`config.mk`:
```
export PLATFORM = sky130hd
export DESIGN_NAME = sar_adc_conversion_control
export DESIGN_NICKNAME = d
export VERILOG_FILES = /design/src/verilog/adc_ctrl_pkg.sv /design/src/verilog/sar_adc_conversion_control.sv /design/src/verilog/sar_clk_div.sv
export SDC_FILE = /design/constraint.sdc
export NUM_CORES = 1
export LEC_CHECK = 0
export BUFFER_PORTS_ARGS = -buffer_cell sky130_fd_sc_hd__buf_2
export CAP_MARGIN = 20
export CORE_MARGIN = 3
export CORE_UTILIZATION = 40
export DETAILED_ROUTE_END_ITERATION = 8
export PLACE_DENSITY_LB_ADDON = 0.25
export SLEW_MARGIN = 20
export SYNTH_ARGS = -nofsm -noshare
export SYNTH_HDL_FRONTEND = slang
export SYNTH_SLANG_ARGS = --single-unit
export TNS_END_PERCENT = 10
```
`constraint.sdc`:
```
create_clock -name clk_i -period 3.95 [get_ports clk_i]
set_clock_uncertainty 0.15 [all_clocks]
set_input_delay 0.1975 -clock clk_i [delete_from_list [all_inputs] [get_ports clk_i]]
set_output_delay 0.1975 -clock clk_i [all_outputs]
set_load 0.03 [all_outputs]
```
`src/verilog/adc_ctrl_pkg.sv`:
```
// Package for the converter control block: register addresses, field positions,
// reset values, start-source codes and timing counts.
// Assumes one 10 MHz system clock and an 8-bit special-register port.
package adc_ctrl_pkg;

  // ****************************************************************
  // Register addresses
  // ****************************************************************
  localparam logic [7:0] ADDR_POS_SEL  = 8'hbb;
  localparam logic [7:0] ADDR_NEG_SEL  = 8'hba;
  localparam logic [7:0] ADDR_CONFIG   = 8'hbc;
  localparam logic [7:0] ADDR_CONTROL  = 8'he8;
  localparam logic [7:0] ADDR_RES_HIGH = 8'hbe;
  localparam logic [7:0] ADDR_RES_LOW  = 8'hbd;

  // ****************************************************************
  // Field positions
  // ****************************************************************
  localparam int CTL_ENABLE   = 7;
  localparam int CTL_TRACK    = 6;
  localparam int CTL_DONE     = 5;
  localparam int CTL_BUSY     = 4;
  localparam int CTL_SRC_HI   = 2;
  localparam int CFG_DIV_HI   = 7;
  localparam int CFG_DIV_LO   = 3;
  localparam int CFG_LJUST    = 2;
  localparam int SEL_HI       = 4;

  // ****************************************************************
  // Reset values and codes
  // ****************************************************************
  localparam logic [7:0] CONFIG_RESET  = 8'hf8;
  localparam logic [7:0] CONTROL_RESET = 8'h00;
  localparam logic [4:0] POS_RESET     = 5'h1f;
  localparam logic [4:0] NEG_RESET     = 5'h1f;
  localparam logic [4:0] NEG_GROUND    = 5'h1f;
  localparam logic [4:0] POS_SUPPLY    = 5'h1f;
  localparam logic [4:0] POS_TEMP      = 5'h1e;

  localparam logic [2:0] SRC_SOFTWARE  = 3'h0;
  localparam logic [2:0] SRC_TIMER0    = 3'h1;
  localparam logic [2:0] SRC_TIMER2    = 3'h2;
  localparam logic [2:0] SRC_TIMER1    = 3'h3;
  localparam logic [2:0] SRC_EXTERNAL  = 3'h4;
  localparam logic [2:0] SRC_TIMER3    = 3'h5;

  // ****************************************************************
  // Timing counts in converter clocks
  // ****************************************************************
  localparam logic [1:0] TRACK_CLOCKS   = 2'h3;
  localparam logic [3:0] CONVERT_CLOCKS = 4'hb;

endpackage

```
`src/verilog/sar_adc_conversion_control.sv`:
```
// Conversion control for a 10-bit successive-approximation converter.
// Assumes a synchronous 8-bit register port, timer overflow pulses and
// an analog core that delivers its 10-bit code when the last bit is decided.

// Contract
// - Converter clock is system clock divided by divider setting plus one.
// - A 3-bit field in the control register picks the start source.
// - Software start: writing 1 to busy starts one conversion.
// - Busy stays 1 through the conversion and clears at its end.
// - Busy falling sets the done flag and raises interrupt if enabled.
// - Result registers are valid once the done flag reads 1.
// - Selected timer 0 to 3 overflow starts a conversion.
// - Timers 2 and 3 use low overflow in 8-bit, high in 16-bit.
// - Selected external start input rising edge starts a conversion.
// - Default tracking: track continuously except during conversion.
// - Low-power tracking: three converter clocks of tracking after each start.
// - Low-power with external start: track while low, convert at rising edge.
// - Tracking can be shut off in standby or sleep.
// - Positive select holds 5 bits, upper three read zero.
// - Converter runs only when enabled, else in shutdown.
// - Ground negative input gives single-ended, anything else differential.
// - Unsigned or two's complement; right-justified differential sign-extends.
// - Divider in config bits 7 to 3, justify select in bit 2.
module sar_adc_conversion_control (
  // Clock and reset
  input  wire logic       clk_i,
  input  wire logic       rst_i,
  // Register port
  input  wire logic [7:0] reg_addr_i,
  input  wire logic       reg_wr_i,
  input  wire logic [7:0] reg_wdata_i,
  output logic      [7:0] reg_rdata_o,
  // Trigger sources
  input  wire logic       t0_ovf_i,
  input  wire logic       t1_ovf_i,
  input  wire logic       t2_low_ovf_i,
  input  wire logic       t2_high_ovf_i,
  input  wire logic       t2_split8_i,
  input  wire logic       t3_low_ovf_i,
  input  wire logic       t3_high_ovf_i,
  input  wire logic       t3_split8_i,
  input  wire logic       external_start_input_i,
  // System
  input  wire logic       standby_i,
  input  wire logic       int_enable_i,
  // Analog core
  input  wire logic [9:0] sar_code_i,
  output logic            track_o,
  output logic            convert_o,
  output logic            sar_clk_en_o,
  output logic            power_down_o,
  output logic            differential_o,
  output logic      [4:0] positive_input_select_o,
  output logic      [4:0] negative_input_select_o,
  // Interrupt
  output logic            irq_o
);

  // ****************************************************************
  // State
  // ****************************************************************
  typedef enum logic [2:0] {
    ST_IDLE  = 3'b001,
    ST_TRACK = 3'b010,
    ST_CONV  = 3'b100
  } phase_t;

  typedef struct packed {
    phase_t      phase;
    logic [7:0]  control;
    logic [7:0]  config_;
    logic [4:0]  pos_sel;
    logic [4:0]  neg_sel;
    logic [15:0] result;
    logic [3:0]  count;
    logic        ext_s1;
    logic        ext_s2;
    logic        ext_prev;
    logic        irq;
  } ctl_state_t;

  ctl_state_t st_r;
  ctl_state_t st_nxt;
  logic       tick;

  // Sign-extend or zero-fill a code into the two result bytes
  function automatic logic [15:0] format_code(input logic [9:0] code,
                                              input logic diff, input logic ljust);
    if (ljust) begin
      format_code = {code, 6'h00};
    end else if (diff) begin
      format_code = {{6{code[9]}}, code};
    end else begin
      format_code = {6'h00, code};
    end
  endfunction

  sar_clk_div u_div (
    .clk_i  (clk_i),
    .rst_i  (rst_i),
    .run_i  (st_r.control[adc_ctrl_pkg::CTL_ENABLE]),
    .div_i  (st_r.config_[adc_ctrl_pkg::CFG_DIV_HI:adc_ctrl_pkg::CFG_DIV_LO]),
    .tick_o (tick)
  );

  // ****************************************************************
  // Next state
  // ****************************************************************
  logic       enabled;
  logic       low_power;
  logic [2:0] src;
  logic       ext_rise;
  logic       sw_start;
  logic       trigger;
  logic       t2_ovf;
  logic       t3_ovf;
  logic       diff;

  always_comb begin
    st_nxt    = st_r;
    enabled   = st_r.control[adc_ctrl_pkg::CTL_ENABLE];
    low_power = st_r.control[adc_ctrl_pkg::CTL_TRACK];
    src       = st_r.control[adc_ctrl_pkg::CTL_SRC_HI:0];
    diff      = (st_r.neg_sel != adc_ctrl_pkg::NEG_GROUND);
    // Second stage feeds the edge detector and the low-power external tracking
    st_nxt.ext_s1   = external_start_input_i;
    st_nxt.ext_s2   = st_r.ext_s1;
    st_nxt.ext_prev = st_r.ext_s2;
    ext_rise = st_r.ext_s2 && !st_r.ext_prev;
    t2_ovf   = t2_split8_i ? t2_low_ovf_i : t2_high_ovf_i;
    t3_ovf   = t3_split8_i ? t3_low_ovf_i : t3_high_ovf_i;
    sw_start = reg_wr_i && reg_addr_i == adc_ctrl_pkg::ADDR_CONTROL
               && reg_wdata_i[adc_ctrl_pkg::CTL_BUSY];
    unique case (src)
      adc_ctrl_pkg::SRC_SOFTWARE: trigger = sw_start;
      adc_ctrl_pkg::SRC_TIMER0:   trigger = t0_ovf_i;
      adc_ctrl_pkg::SRC_TIMER2:   trigger = t2_ovf;
      adc_ctrl_pkg::SRC_TIMER1:   trigger = t1_ovf_i;
      adc_ctrl_pkg::SRC_EXTERNAL: trigger = ext_rise;
      adc_ctrl_pkg::SRC_TIMER3:   trigger = t3_ovf;
      default:                    trigger = 1'b0;
    endcase
    st_nxt.irq = 1'b0;

    // Register writes; busy keeps its value, done takes the written bit; both are hardware driven below
    if (reg_wr_i) begin
      unique case (reg_addr_i)
        adc_ctrl_pkg::ADDR_CONTROL: begin
          st_nxt.control = {reg_wdata_i[7:6], reg_wdata_i[adc_ctrl_pkg::CTL_DONE],
                            st_r.control[adc_ctrl_pkg::CTL_BUSY], reg_wdata_i[3:0]};
        end
        adc_ctrl_pkg::ADDR_CONFIG:  st_nxt.config_ = reg_wdata_i;
        adc_ctrl_pkg::ADDR_POS_SEL: st_nxt.pos_sel = reg_wdata_i[adc_ctrl_pkg::SEL_HI:0];
        adc_ctrl_pkg::ADDR_NEG_SEL: st_nxt.neg_sel = reg_wdata_i[adc_ctrl_pkg::SEL_HI:0];
        default: ;
      endcase
    end

    unique case (st_r.phase)
      ST_IDLE: begin
        // Triggers while busy never reach here
        if (enabled && trigger) begin
          st_nxt.control[adc_ctrl_pkg::CTL_BUSY] = 1'b1;
          st_nxt.count = 4'h0;
          if (low_power && src != adc_ctrl_pkg::SRC_EXTERNAL) begin
            st_nxt.phase = ST_TRACK;
          end else begin
            st_nxt.phase = ST_CONV;
          end
        end
      end
      ST_TRACK: begin
        if (tick) begin
          st_nxt.count = st_r.count + 4'h1;
          if (st_r.count[1:0] == adc_ctrl_pkg::TRACK_CLOCKS - 2'h1) begin
            st_nxt.count = 4'h0;
            st_nxt.phase = ST_CONV;
          end
        end
      end
      ST_CONV: begin
        if (tick) begin
          st_nxt.count = st_r.count + 4'h1;
          if (st_r.count == adc_ctrl_pkg::CONVERT_CLOCKS - 4'h1) begin
            st_nxt.result = format_code(sar_code_i, diff,
                                        st_r.config_[adc_ctrl_pkg::CFG_LJUST]);
            st_nxt.control[adc_ctrl_pkg::CTL_BUSY] = 1'b0;
            st_nxt.control[adc_ctrl_pkg::CTL_DONE] = 1'b1;
            st_nxt.irq   = int_enable_i;
            st_nxt.phase = ST_IDLE;
          end
        end
      end
      default: st_nxt.phase = ST_IDLE;
    endcase

    if (!enabled) begin
      st_nxt.phase = ST_IDLE;
      st_nxt.control[adc_ctrl_pkg::CTL_BUSY] = 1'b0;
    end
  end

  // ****************************************************************
  // Registers and outputs
  // ****************************************************************
  always_ff @(posedge clk_i) begin
    if (rst_i) begin
      st_r         <= '0;
      st_r.phase   <= ST_IDLE;
      st_r.control <= adc_ctrl_pkg::CONTROL_RESET;
      st_r.config_ <= adc_ctrl_pkg::CONFIG_RESET;
      st_r.pos_sel <= adc_ctrl_pkg::POS_RESET;
      st_r.neg_sel <= adc_ctrl_pkg::NEG_RESET;
    end else begin
      st_r <= st_nxt;
    end
  end

  always_comb begin
    unique case (reg_addr_i)
      adc_ctrl_pkg::ADDR_CONTROL:  reg_rdata_o = st_r.control;
      adc_ctrl_pkg::ADDR_CONFIG:   reg_rdata_o = st_r.config_;
      adc_ctrl_pkg::ADDR_POS_SEL:  reg_rdata_o = {3'h0, st_r.pos_sel};
      adc_ctrl_pkg::ADDR_NEG_SEL:  reg_rdata_o = {3'h0, st_r.neg_sel};
      adc_ctrl_pkg::ADDR_RES_HIGH: reg_rdata_o = st_r.result[15:8];
      adc_ctrl_pkg::ADDR_RES_LOW:  reg_rdata_o = st_r.result[7:0];
      default:                     reg_rdata_o = 8'h00;
    endcase
  end

  // Track when enabled, awake and in the track phase or idle; low-power idle tracks only on external source with input low
  assign track_o = st_r.control[adc_ctrl_pkg::CTL_ENABLE] && !standby_i
                   && (st_r.phase == ST_TRACK
                       || (st_r.phase == ST_IDLE && !st_r.control[adc_ctrl_pkg::CTL_TRACK])
                       || (st_r.phase == ST_IDLE && st_r.control[adc_ctrl_pkg::CTL_TRACK]
                           && st_r.control[2:0] == adc_ctrl_pkg::SRC_EXTERNAL
                           && !st_r.ext_s2));
  assign convert_o               = (st_r.phase == ST_CONV);
  assign sar_clk_en_o            = tick;
  assign power_down_o            = !st_r.control[adc_ctrl_pkg::CTL_ENABLE];
  assign differential_o          = (st_r.neg_sel != adc_ctrl_pkg::NEG_GROUND);
  assign positive_input_select_o = st_r.pos_sel;
  assign negative_input_select_o = st_r.neg_sel;
  assign irq_o                   = st_r.irq;

endmodule

```
`src/verilog/sar_clk_div.sv`:
```
// Converter clock divider: one-cycle enable every (setting + 1) system clocks.
// Assumes the setting is a stable register value.
module sar_clk_div (
  // Clock and reset
  input  wire logic       clk_i,
  input  wire logic       rst_i,
  // Control
  input  wire logic       run_i,
  input  wire logic [4:0] div_i,
  // Enable
  output logic            tick_o
);

  typedef struct packed {
    logic [4:0] cnt;
  } div_state_t;

  div_state_t st_r;
  div_state_t st_nxt;

  always_comb begin
    st_nxt = st_r;
    if (!run_i || st_r.cnt >= div_i) begin
      st_nxt.cnt = 5'h00;
    end else begin
      st_nxt.cnt = st_r.cnt + 5'h01;
    end
  end

  assign tick_o = run_i && (st_r.cnt >= div_i);

  always_ff @(posedge clk_i) begin
    if (rst_i) begin
      st_r <= '0;
    end else begin
      st_r <= st_nxt;
    end
  end

endmodule
```
Yosys cells after proc, flatten, opt, wreduce, memory -nomap -nowiden
Index checks and enable logic that the tools add are counted.
{"block": "totals", "ff_bits": 58, "wordCells": 104, "inputBits": 40, "out_inout_bits": 24}
{"block": "classes", "mux": 28, "n_addsub": 2, "eq_ne": 23, "bitwise_logic": 4, "magnitude_cmp": 1, "n_reduce_logical": 32}
{"operator": "$eq A8 B8 Y1 const B", "n": 6}
{"operator": "$pmux W8 S6", "n": 1}
{"operator": "$mux W16", "n": 2}
{"operator": "$mux W24", "n": 1}
{"operator": "$mux W3", "n": 6}
{"operator": "$mux W4", "n": 4}
{"operator": "$logic_and A1 B1 Y1", "n": 12}
{"operator": "$pmux W4 S3", "n": 1}
{"operator": "$mux W5", "n": 2}
{"operator": "$eq A3 B2 Y1 const B", "n": 3}
{"operator": "$eq A3 B3 Y1 const B", "n": 3}
{"operator": "$pmux W3 S3", "n": 1}
{"operator": "$mux W8", "n": 1}
{"operator": "$reduce_and A2 Y1", "n": 4}
{"operator": "$eq A3 B1 Y1 const B", "n": 2}
{"operator": "$mux W6", "n": 1}
{"operator": "$ne A2 B2 Y1 const B", "n": 3}
{"operator": "$pmux W1 S6", "n": 1}
{"operator": "$add A5 B1 Y5 const B", "n": 1}
{"operator": "$ge A5 B5 Y1", "n": 1}
{"operator": "$logic_not A1 Y1", "n": 5}
{"operator": "$ne A5 B5 Y1 const B", "n": 1}
{"operator": "$reduce_and A5 Y1", "n": 1}
{"operator": "$add A4 B1 Y4 const B", "n": 1}
{"operator": "15 further kinds", "n": 26}

Logic depth before layout (Yosys ltp)
Gate-level depths: netlist (run 1).
{"block": "logic_depth", "ltp_word": 7, "ltp_mapped": 10, "ltp_nobuf": 8}

Modules after synthesis
A second synthesis (run 1) with hierarchy kept.
{"block": "hier_totals", "hier_cells": 361, "area_unflattened_um2": 3181.8}
{"mod": "sar_adc_conversion_control", "cells_each": 326, "instances": 1, "seq_area_each_um2": 1061.0, "area_each_um2": 2857.7}
{"mod": "sar_clk_div", "cells_each": 35, "instances": 1, "seq_area_each_um2": 100.1, "area_each_um2": 324.1}

Worst setup path before layout (run 1)
No wires, ideal clock.
{"block": "synth_timing", "kind": "reg-to-reg", "start": "register u_div.st_r[0] (netlist bit)", "end": "register st_r[23] (netlist bit)", "t_arrival_ns": 2.246, "period_less_slack_ns": 2.466, "setup_ns": 0.070, "slack_ns": 1.484, "stages_incl_launch_ff": 11, "cell_sequence": "dfxtp_1 inv_1 ha_1 nor2b_1 o21ai_0 a41o_1 and4_1 clkbuf_1 clkbuf_1 o211ai_1 a21oi_1"}
{"block": "synth_between", "elab_chain_len": 3}
{"element": "start: declaration", "line": "sar_clk_div.sv:18", "rtl": "div_state_t st_r;"}
{"element": "start signal: assignment", "line": "sar_clk_div.sv:36", "rtl": "st_r <= st_nxt;"}
{"element": "$ge A5 B5 Y1", "line": "sar_clk_div.sv:30", "rtl": "assign tick_o = run_i && (st_r.cnt >= div_i);"}
{"element": "$logic_and A1 B1 Y1", "line": "sar_clk_div.sv:30"}
{"element": "net sar_clk_en_o", "line": "sar_adc_conversion_control.sv:50", "rtl": "output logic sar_clk_en_o,"}
{"element": "$reduce_and A3 Y1 (no line)"}
{"element": "end signal: assignment", "line": "sar_adc_conversion_control.sv:215", "rtl": "st_r <= st_nxt;"}
{"element": "end: declaration", "line": "sar_adc_conversion_control.sv:82", "rtl": "ctl_state_t st_r;"}
The timed path passes the listed nets, and every way through them passes these cells.
A chain may end at the register's enable or synchronous reset.

Final worst setup path (run 1)
{"block": "layout_timing", "start": "register u_div.st_r[0] (netlist bit)", "end": "register st_r[22] (netlist bit)"}
{"block": "layout_between", "elab_chain_len": 3}
{"element": "$ge A5 B5 Y1", "line": "sar_clk_div.sv:30"}
{"element": "$logic_and A1 B1 Y1", "line": "sar_clk_div.sv:30"}
{"element": "$reduce_and A3 Y1 (no line)"}
No other way between the ends.

==> qor.csv, run 1 <==
stage,metric,value,unit
place,dpl.hpwl,5740,um
worst_hold_path,hold_path.class,primary input to flop,
pwr,swShare,21.3,%
cts,numClockSinks,58,
drt,wl,8000,um
drt,avgRoutedWirePerCell,15.6,um
floorplan,chipWidth,92.5,um
critical_path,cp.arrival,2710,ps
pwr,powerDensity,331,mW/mm^2
synth,synth_top_family_by_area,simple AND/OR/NAND/NOR gates,
synth,ys_seq_area_share,38.8,%
synth,synth_commonest_cells,"dfxtp_1 (58), nand2_1 (35), a21oi_1 (26)",
critical_path,worstSetupStartpoint,u_div.st_r[0]$_SDFF_PP0_,
synth,synth-xor-area-share,0.877,%
synth,synth_nets,401,
synth,synth_adder_area_share,4.18,%
pwr,combinationalPowerShare,5.7,%
global_route,grt_util_all_layers,19.7,%
finish,drive_gt1_share,21.8,%
pwr,power_leakage,1.47,nW
timing,maxSlewViolCount,0,
critical_path,cp_num_buf_inv,1,
synth,yosys_warnings,0,
cts,cts_resized,0,
critical_path,rr_startpoint,u_div.st_r[0]$_SDFF_PP0_,
drt,routed-wl-met3,456,um
synth,synth_edf_count,0,
global_route,antenna_found_initial,0,
synth,ys_ff_latch,58,
finish,area.growth.synth_to_final,22.7,%
place,place.gp.congestion,0.898,
job,max-cap-violations,0,
cts,cts.path.max_buffers,2,
global_route,grt-ovfl-total,0,
drt,via_count,2835,
critical_path,path_cells,"inv_1, ha_1, nor2b_1, o21ai_0, a41o_1, and4_1, and2_1, a211oi_1",
timing,hold_viol,0,
cts,clkSlewWorstSetupHoldPaths,60,ps
synth,syn_inst,351,
cts,cts_hold_buf,16,
timing,setup_viol,0,
global_route,grt_first_pass_wirelength,13300,um
pwr,finalPower,1.22,mW
drt,vias_per_cell,5.52,
cts,cts_tree,yes,
critical_path,critPathKind,flop to flop,
floorplan,die_area,0.00856,mm^2
pwr,peakVddDrop,0.195,mV
drt,first_pass_iters,4,
synth,ys_top_cells_by_area,"dfxtp_1 (39%), a22oi_1 (5.0%), nand2_1 (4.4%), a21oi_1 (4.3%), ha_1 (4.2%)",
cts,cts-root-buf,clkbuf_8,
critical_path,crit_family,simple AND/OR/NAND/NOR gates,
timing,period_share,68.0,%
timing,layout_min_cycle_time,2690,ps
floorplan,core_area,0.00702,mm^2
drt,detailroute.wirelength.met2,3710,um
floorplan,rows,30,
critical_path,crit_fanout,23,
timing,worst_slew_pin_slew,966,ps
finish,final_cells,514,
timing,fmax,0.372,GHz
cts,cts_setup_buffers,0,
floorplan,die_height,92.5,um
synth,yosys.area_share.simple,23.9,%
status,outcome,"complete, no violations",
pwr,internal-power,958,uW
cts,cts_htree_levels,3,
synth,yosysTopAreaCell,dfxtp_1,
synth,avgSynthCellArea,8.53,um^2
critical_path,critPathCaptureType,flop,
pwr,p_switching,260,uW
drt,highest_layer,met4,
place,port_buffers,63,
synth,synthMuxAreaShare,2.42,%
global_route,grt_pass1_vias,2675,
timing,relSlewSlack,35.0,%
finish,diodes,0,
finish,nFillCells,692,
cts,numCtsBuffers,9,
critical_path,cp.required,3980,ps
critical_path,start_kind,flop,
synth,synth_cell_types,50,
synth,synth_top_area_share,38.8,%
cts,clk-insertion-delay-late,340,ps
synth,synth_most_common_cell,dfxtp_1,
drt,drt-initial-drc-count,238,
global_route,grt_max_degree,52,
place,dp_cells,483,
timing,layout_setup_ws,1260,ps
drt,drcViolationCount,0,
floorplan,io_pins,64,
synth,syn_area,0.00300,mm^2
timing,rsz0062_at_grt,false,
critical_path,max_stage_delay,680,ps
synth,ys.flop_type,dfxtp_1,
synth,synthArstFlopShare,0,%
critical_path,crit_slowest_cell,and4_1,
pwr,power_frac_clock,46.1,%
timing,setup_tns,0,ps
drt,final_antenna_net_count,0,
worst_hold_path,hold_start,sar_code_i[2],
synth,synth_compound_area_share,22.9,%
drt,met1_length,3660,um
finish,final_net_count,464,
floorplan,start_util,42.7,%
place,place_ws,1250,ps
pwr,pwr-share-seq,48.2,%
through the flow:
stage / hold slack [ps] / area (um^2) / util, %
2_1_floorplan: 176 / 3000 / -
4_1_cts: 10.6 / 3670 / 52.3
6_report: 19.9 / 3670 / 52.4
3_3_place_gp: 265 / 3310 / 47.1
5_1_grt: 24.6 / 3670 / 52.4
3_5_place_dp: 270 / 3310 / 47.1
logic make-up after synthesis:
kind of cell	Yosys count
xor+xnor	3
simple gates	134
buf+inv	43
compound gates	96
fa+ha+maj	10
flops	58
mux	7
path summary, 6_finish.rpt:
check / to / slack, ps / cells after the start
worst max-delay path: st_r[22]$_SDFFE_PP0P_ / 1260 / 8
worst min-delay path: st_r[10]$_SDFFE_PP0P_ / 20 / 3
worst max register to register: st_r[22]$_SDFFE_PP0P_ / 1260 / 8
worst min register to register: st_nxt[1]$_SDFF_PP0_ / 300 / 1
final cells by class:
type	instances	area, um^2	area share [%]
inverters	12	45.0	1.23
multi-input cells	250	1640	44.6
clock buffers	13	169	4.60
clock inverters	2	35.0	0.953
well taps	96	120	3.27
repair buffers	83	505	13.8
flip-flops and latches	58	1160	31.6
worst min-delay path: stages:
cell,delay [ps]
buf_2,100
nand3b_1,90
a21oi_1,70
layout by cell type, fill, tap and decap left out, types with 10 or more instances in the layout:
cell type      count
a211o_1           12
a211oi_1          12
a21oi_1           26
a22oi_1           20
and3_1            13
buf_2             63
clkbuf_8          12
dfxtp_1           58
dlygate4sd3_1     16
ha_1              10
inv_1             12
nand2_1           35
nand3_1           20
nor2_1            24
metal layers:
layer / GRT usage [%] / up-vias
met5: 0 / -
met4: 8.54 / 0
met3: 4.06 / 16
met2: 30.8 / 81
met1: 26.1 / 1323
li1: - / 1415
sequential cells by signal, indices dropped and copies added (netlist names):
signal and cells:
low_power 1, positive_input_select_o 5, negative_input_select_o 5, u_div.st_r 5
irq_o 1, st_r 35, enabled 1, st_nxt 2
src 3
power by group through the flow:
stage | clock, mW | combinational, mW | sequential [mW]
6_report | 0.561 | 0.0692 | 0.587
5_1_grt | 0.608 | 0.0769 | 0.587
4_1_cts | 0.576 | 0.0688 | 0.587
3_5_place_dp | 0 | 0.0564 | 0.600
3_3_place_gp | 0 | 0.0562 | 0.600
2_1_floorplan | 0 | 0.0266 | 0.600
No activity file was read; power rests on OpenSTA's default activity.
==> inputs of run 2 (changes only) <==
==> constraint.sdc (replaced) <==
create_clock -name clk_i -period 2.2 [get_ports clk_i]
set_clock_uncertainty 0.15 [all_clocks]
set_input_delay 0.11 -clock clk_i [delete_from_list [all_inputs] [get_ports clk_i]]
set_output_delay 0.11 -clock clk_i [all_outputs]
set_load 0.03 [all_outputs]
==> qor.csv, run 2 (same netlist as run 1, synthesis figures left out) <==
stage,metric,value,unit,change
status,outcome,"complete, but fails checks",,"was complete, no violations"
status,violations,setup timing,,
finish,top_register,st_r,,unchanged
critical_path,critPathCaptureType,flop,,unchanged
timing,layout_setup_ws,-153,ps,was 1260 ps
place,dpl.hpwl,6140,um,was 5740 um
floorplan,die_height,92.5,um,unchanged
floorplan,chipWidth,92.5,um,unchanged
critical_path,max_stage_delay,520,ps,was 680 ps
drt,drcViolationCount,0,,unchanged
finish,drive_gt1_share,26.7,%,was 21.8%
floorplan,die_area,0.00856,mm^2,unchanged
drt,vias_per_cell,5.46,,was 5.52
critical_path,critPathKind,flop to flop,,unchanged
place,dp_cells,504,,was 483
global_route,grt_first_pass_wirelength,13800,um,"was 13,300 um"
floorplan,start_util,42.7,%,unchanged
critical_path,cp.required,2320,ps,was 3980 ps
timing,period_share,107,%,was 68.0%
critical_path,ff2ff_setup_slack,-150,ps,was 1260 ps
worst_hold_path,hold_path.class,primary input to flop,,unchanged
timing,relSlewSlack,58.6,%,was 35.0%
critical_path,crit_slowest_cell,or4b_1,,was and4_1
critical_path,path_cells,"or4b_1, or4_4, o211ai_2, a22oi_2, or4b_1, a21oi_1",,"was inv_1, ha_1, nor2b_1, o21ai_0, a41o_1, and4_1, and2_1, a211oi_1"
drt,wl,8430,um,was 8000 um
finish,final_net_count,491,,was 464
cts,clk-insertion-delay-late,340,ps,about the same
finish,area.growth.synth_to_final,30.3,%,was 22.7%
finish,fin_util,55.6,%,was 52.4%
global_route,antenna_found_initial,0,,unchanged
critical_path,rr_startpoint,src[0]$_SDFFE_PP0N_,,was u_div.st_r[0]$_SDFF_PP0_
job,max-cap-violations,0,,unchanged
drt,first_pass_iters,5,,was 4
global_route,grt-ovfl-total,0,,unchanged
cts,cts.path.max_buffers,2,,unchanged
critical_path,cp.arrival,2470,ps,was 2710 ps
cts,numClockSinks,58,,unchanged
critical_path,start_kind,flop,,unchanged
global_route,grt_util_all_layers,20.5,%,was 19.7%
cts,cts_htree_levels,3,,unchanged
cts,cts_tree,yes,,unchanged
cts,numCtsBuffers,9,,unchanged
pwr,finalPower,2.13,mW,was 1.22 mW
critical_path,r2r-end,st_r[6]$_SDFFE_PP0P_,,was st_r[22]$_SDFFE_PP0P_
pwr,peakVddDrop,0.399,mV,was 0.195 mV
worst_hold_path,hold_start,reg_wr_i,,was sar_code_i[2]
floorplan,rows,30,,unchanged
timing,worst_slew_pin_slew,621,ps,was 966 ps
timing,fmax,0.425,GHz,was 0.372 GHz
timing,hold_viol,0,,unchanged
critical_path,crit_fanout,4,,was 23
floorplan,io_pins,64,,unchanged
drt,final_antenna_net_count,0,,unchanged
critical_path,crit_path_frequent_cell,or4b_1,,
finish,largest_register_ffs,35,,unchanged
finish,most-common-layout-cells,"buf_2 (62), dfxtp_1 (58), nand2_1 (35)",,"was buf_2 (63), dfxtp_1 (58), nand2_1 (35)"
timing,layout_min_cycle_time,2350,ps,was 2690 ps
drt,drt-initial-drc-count,224,,was 238
finish,final_cells,542,,was 514
global_route,grt_max_degree,51,,was 52
global_route,grt_pass1_vias,2900,,"was 2,675"
drt,avgRoutedWirePerCell,15.6,um,about the same
floorplan,core_area,0.00702,mm^2,unchanged
worst_hold_path,hold_depth,4,,was 3
place,place.gp.congestion,0.867,,was 0.898
pwr,powerDensity,546,mW/mm^2,was 331 mW/mm^2
timing,maxSlewViolCount,0,,unchanged
cts,cts-root-buf,clkbuf_8,,unchanged
drt,via_count,2957,,"was 2,835"
finish,diodes,0,,unchanged
worst_hold_path,min_to,st_r[34]$_SDFFE_PP0P_,,was st_r[10]$_SDFFE_PP0P_
cts,clkSlewWorstSetupHoldPaths,70,ps,was 60 ps
timing,rsz0062_at_grt,true,,was false
place,port_buffers,63,,unchanged
pwr,power_leakage,1.60,nW,was 1.47 nW
timing,setup_viol,4,,was 0
finish,layout_commonest_cell,buf_2,,unchanged
critical_path,worst_r2r_path_depth,6,,was 8
## run 2: changes by cell type in the layout (fill, tap and decap cells not counted), moves of 2 or more
cell           before  now
a221oi_2            0    2
o21ai_0             7    4
dlygate4sd3_1      16   21
clkbuf_8           12    9
buf_4               4   27
clkinv_2            1    4
a221oi_1            2    0
o21ai_1             0    3
## run 2: final cells by class
class	count	area, um^2
fillers	665	3120
multi-input cells	250	1670
flip-flops and latches	58	1160
repair buffers	110	723
clock buffers	10	128
well taps	96	120
clock inverters	6	57.6
inverters	12	45.0
## run 2: where the power goes
part           internal (mW)  switching, mW
combinational         0.0713         0.0693
sequential              1.05        0.00146
clock                  0.514          0.421
## run 2: worst max path at each step
| stage | from | end | slack (ps) |
|---|---|---|---|
| 2_1_floorplan | src[0]$_SDFFE_PP0N_ | st_r[6]$_SDFFE_PP0P_ | -200 |
| 3_3_place_gp | reg_addr_i[4] | st_r[6]$_SDFFE_PP0P_ | -160 |
| 3_5_place_dp | reg_addr_i[4] | st_r[6]$_SDFFE_PP0P_ | -220 |
| 4_1_cts | src[0]$_SDFFE_PP0N_ | st_r[6]$_SDFFE_PP0P_ | -140 |
| 5_1_grt | src[0]$_SDFFE_PP0N_ | st_r[6]$_SDFFE_PP0P_ | -190 |
| 6_report | src[0]$_SDFFE_PP0N_ | st_r[6]$_SDFFE_PP0P_ | -150 |
## run 2: repair_timing
action / CTS / global route
hold endpoints to repair: 38 / 0
gates resized for setup: 4 / 6
pin swaps: 3 / 1
hold buffers: 21 / 0
buffers inserted: 1 / 0
setup endpoints to repair: 5 / 23
## run 2: worst max-delay path: cells and delay by family (launching register included)
kind             cells  cell delay (ps)
AND/OR/NAND/NOR      3             1460
flip-flops           1              310
AO/OA/AOI/OAI        3              360
## run 2: layer usage
layer | wire length, um | vias to the layer above | global-route usage (%)
li1 | - | 1469 | -
met1 | 3700 | 1398 | 25.2
met2 | 4160 | 76 | 35.0
met3 | 418 | 14 | 4.87
met4 | 160 | 0 | 7.05
met5 | 0 | - | 0
## run 2: through the flow
stage / instance area [um^2] / setup TNS (ps) / setup slack (ps) / hold slack (ps)
after floorplan: 3020 / -324 / -196 / 88.2
after global placement: 3460 / -405 / -163 / 170
after detailed placement: 3460 / -637 / -217 / 178
after CTS: 3880 / -281 / -144 / 164
after global routing: 3900 / -481 / -191 / 184
final: 3900 / -303 / -153 / 175
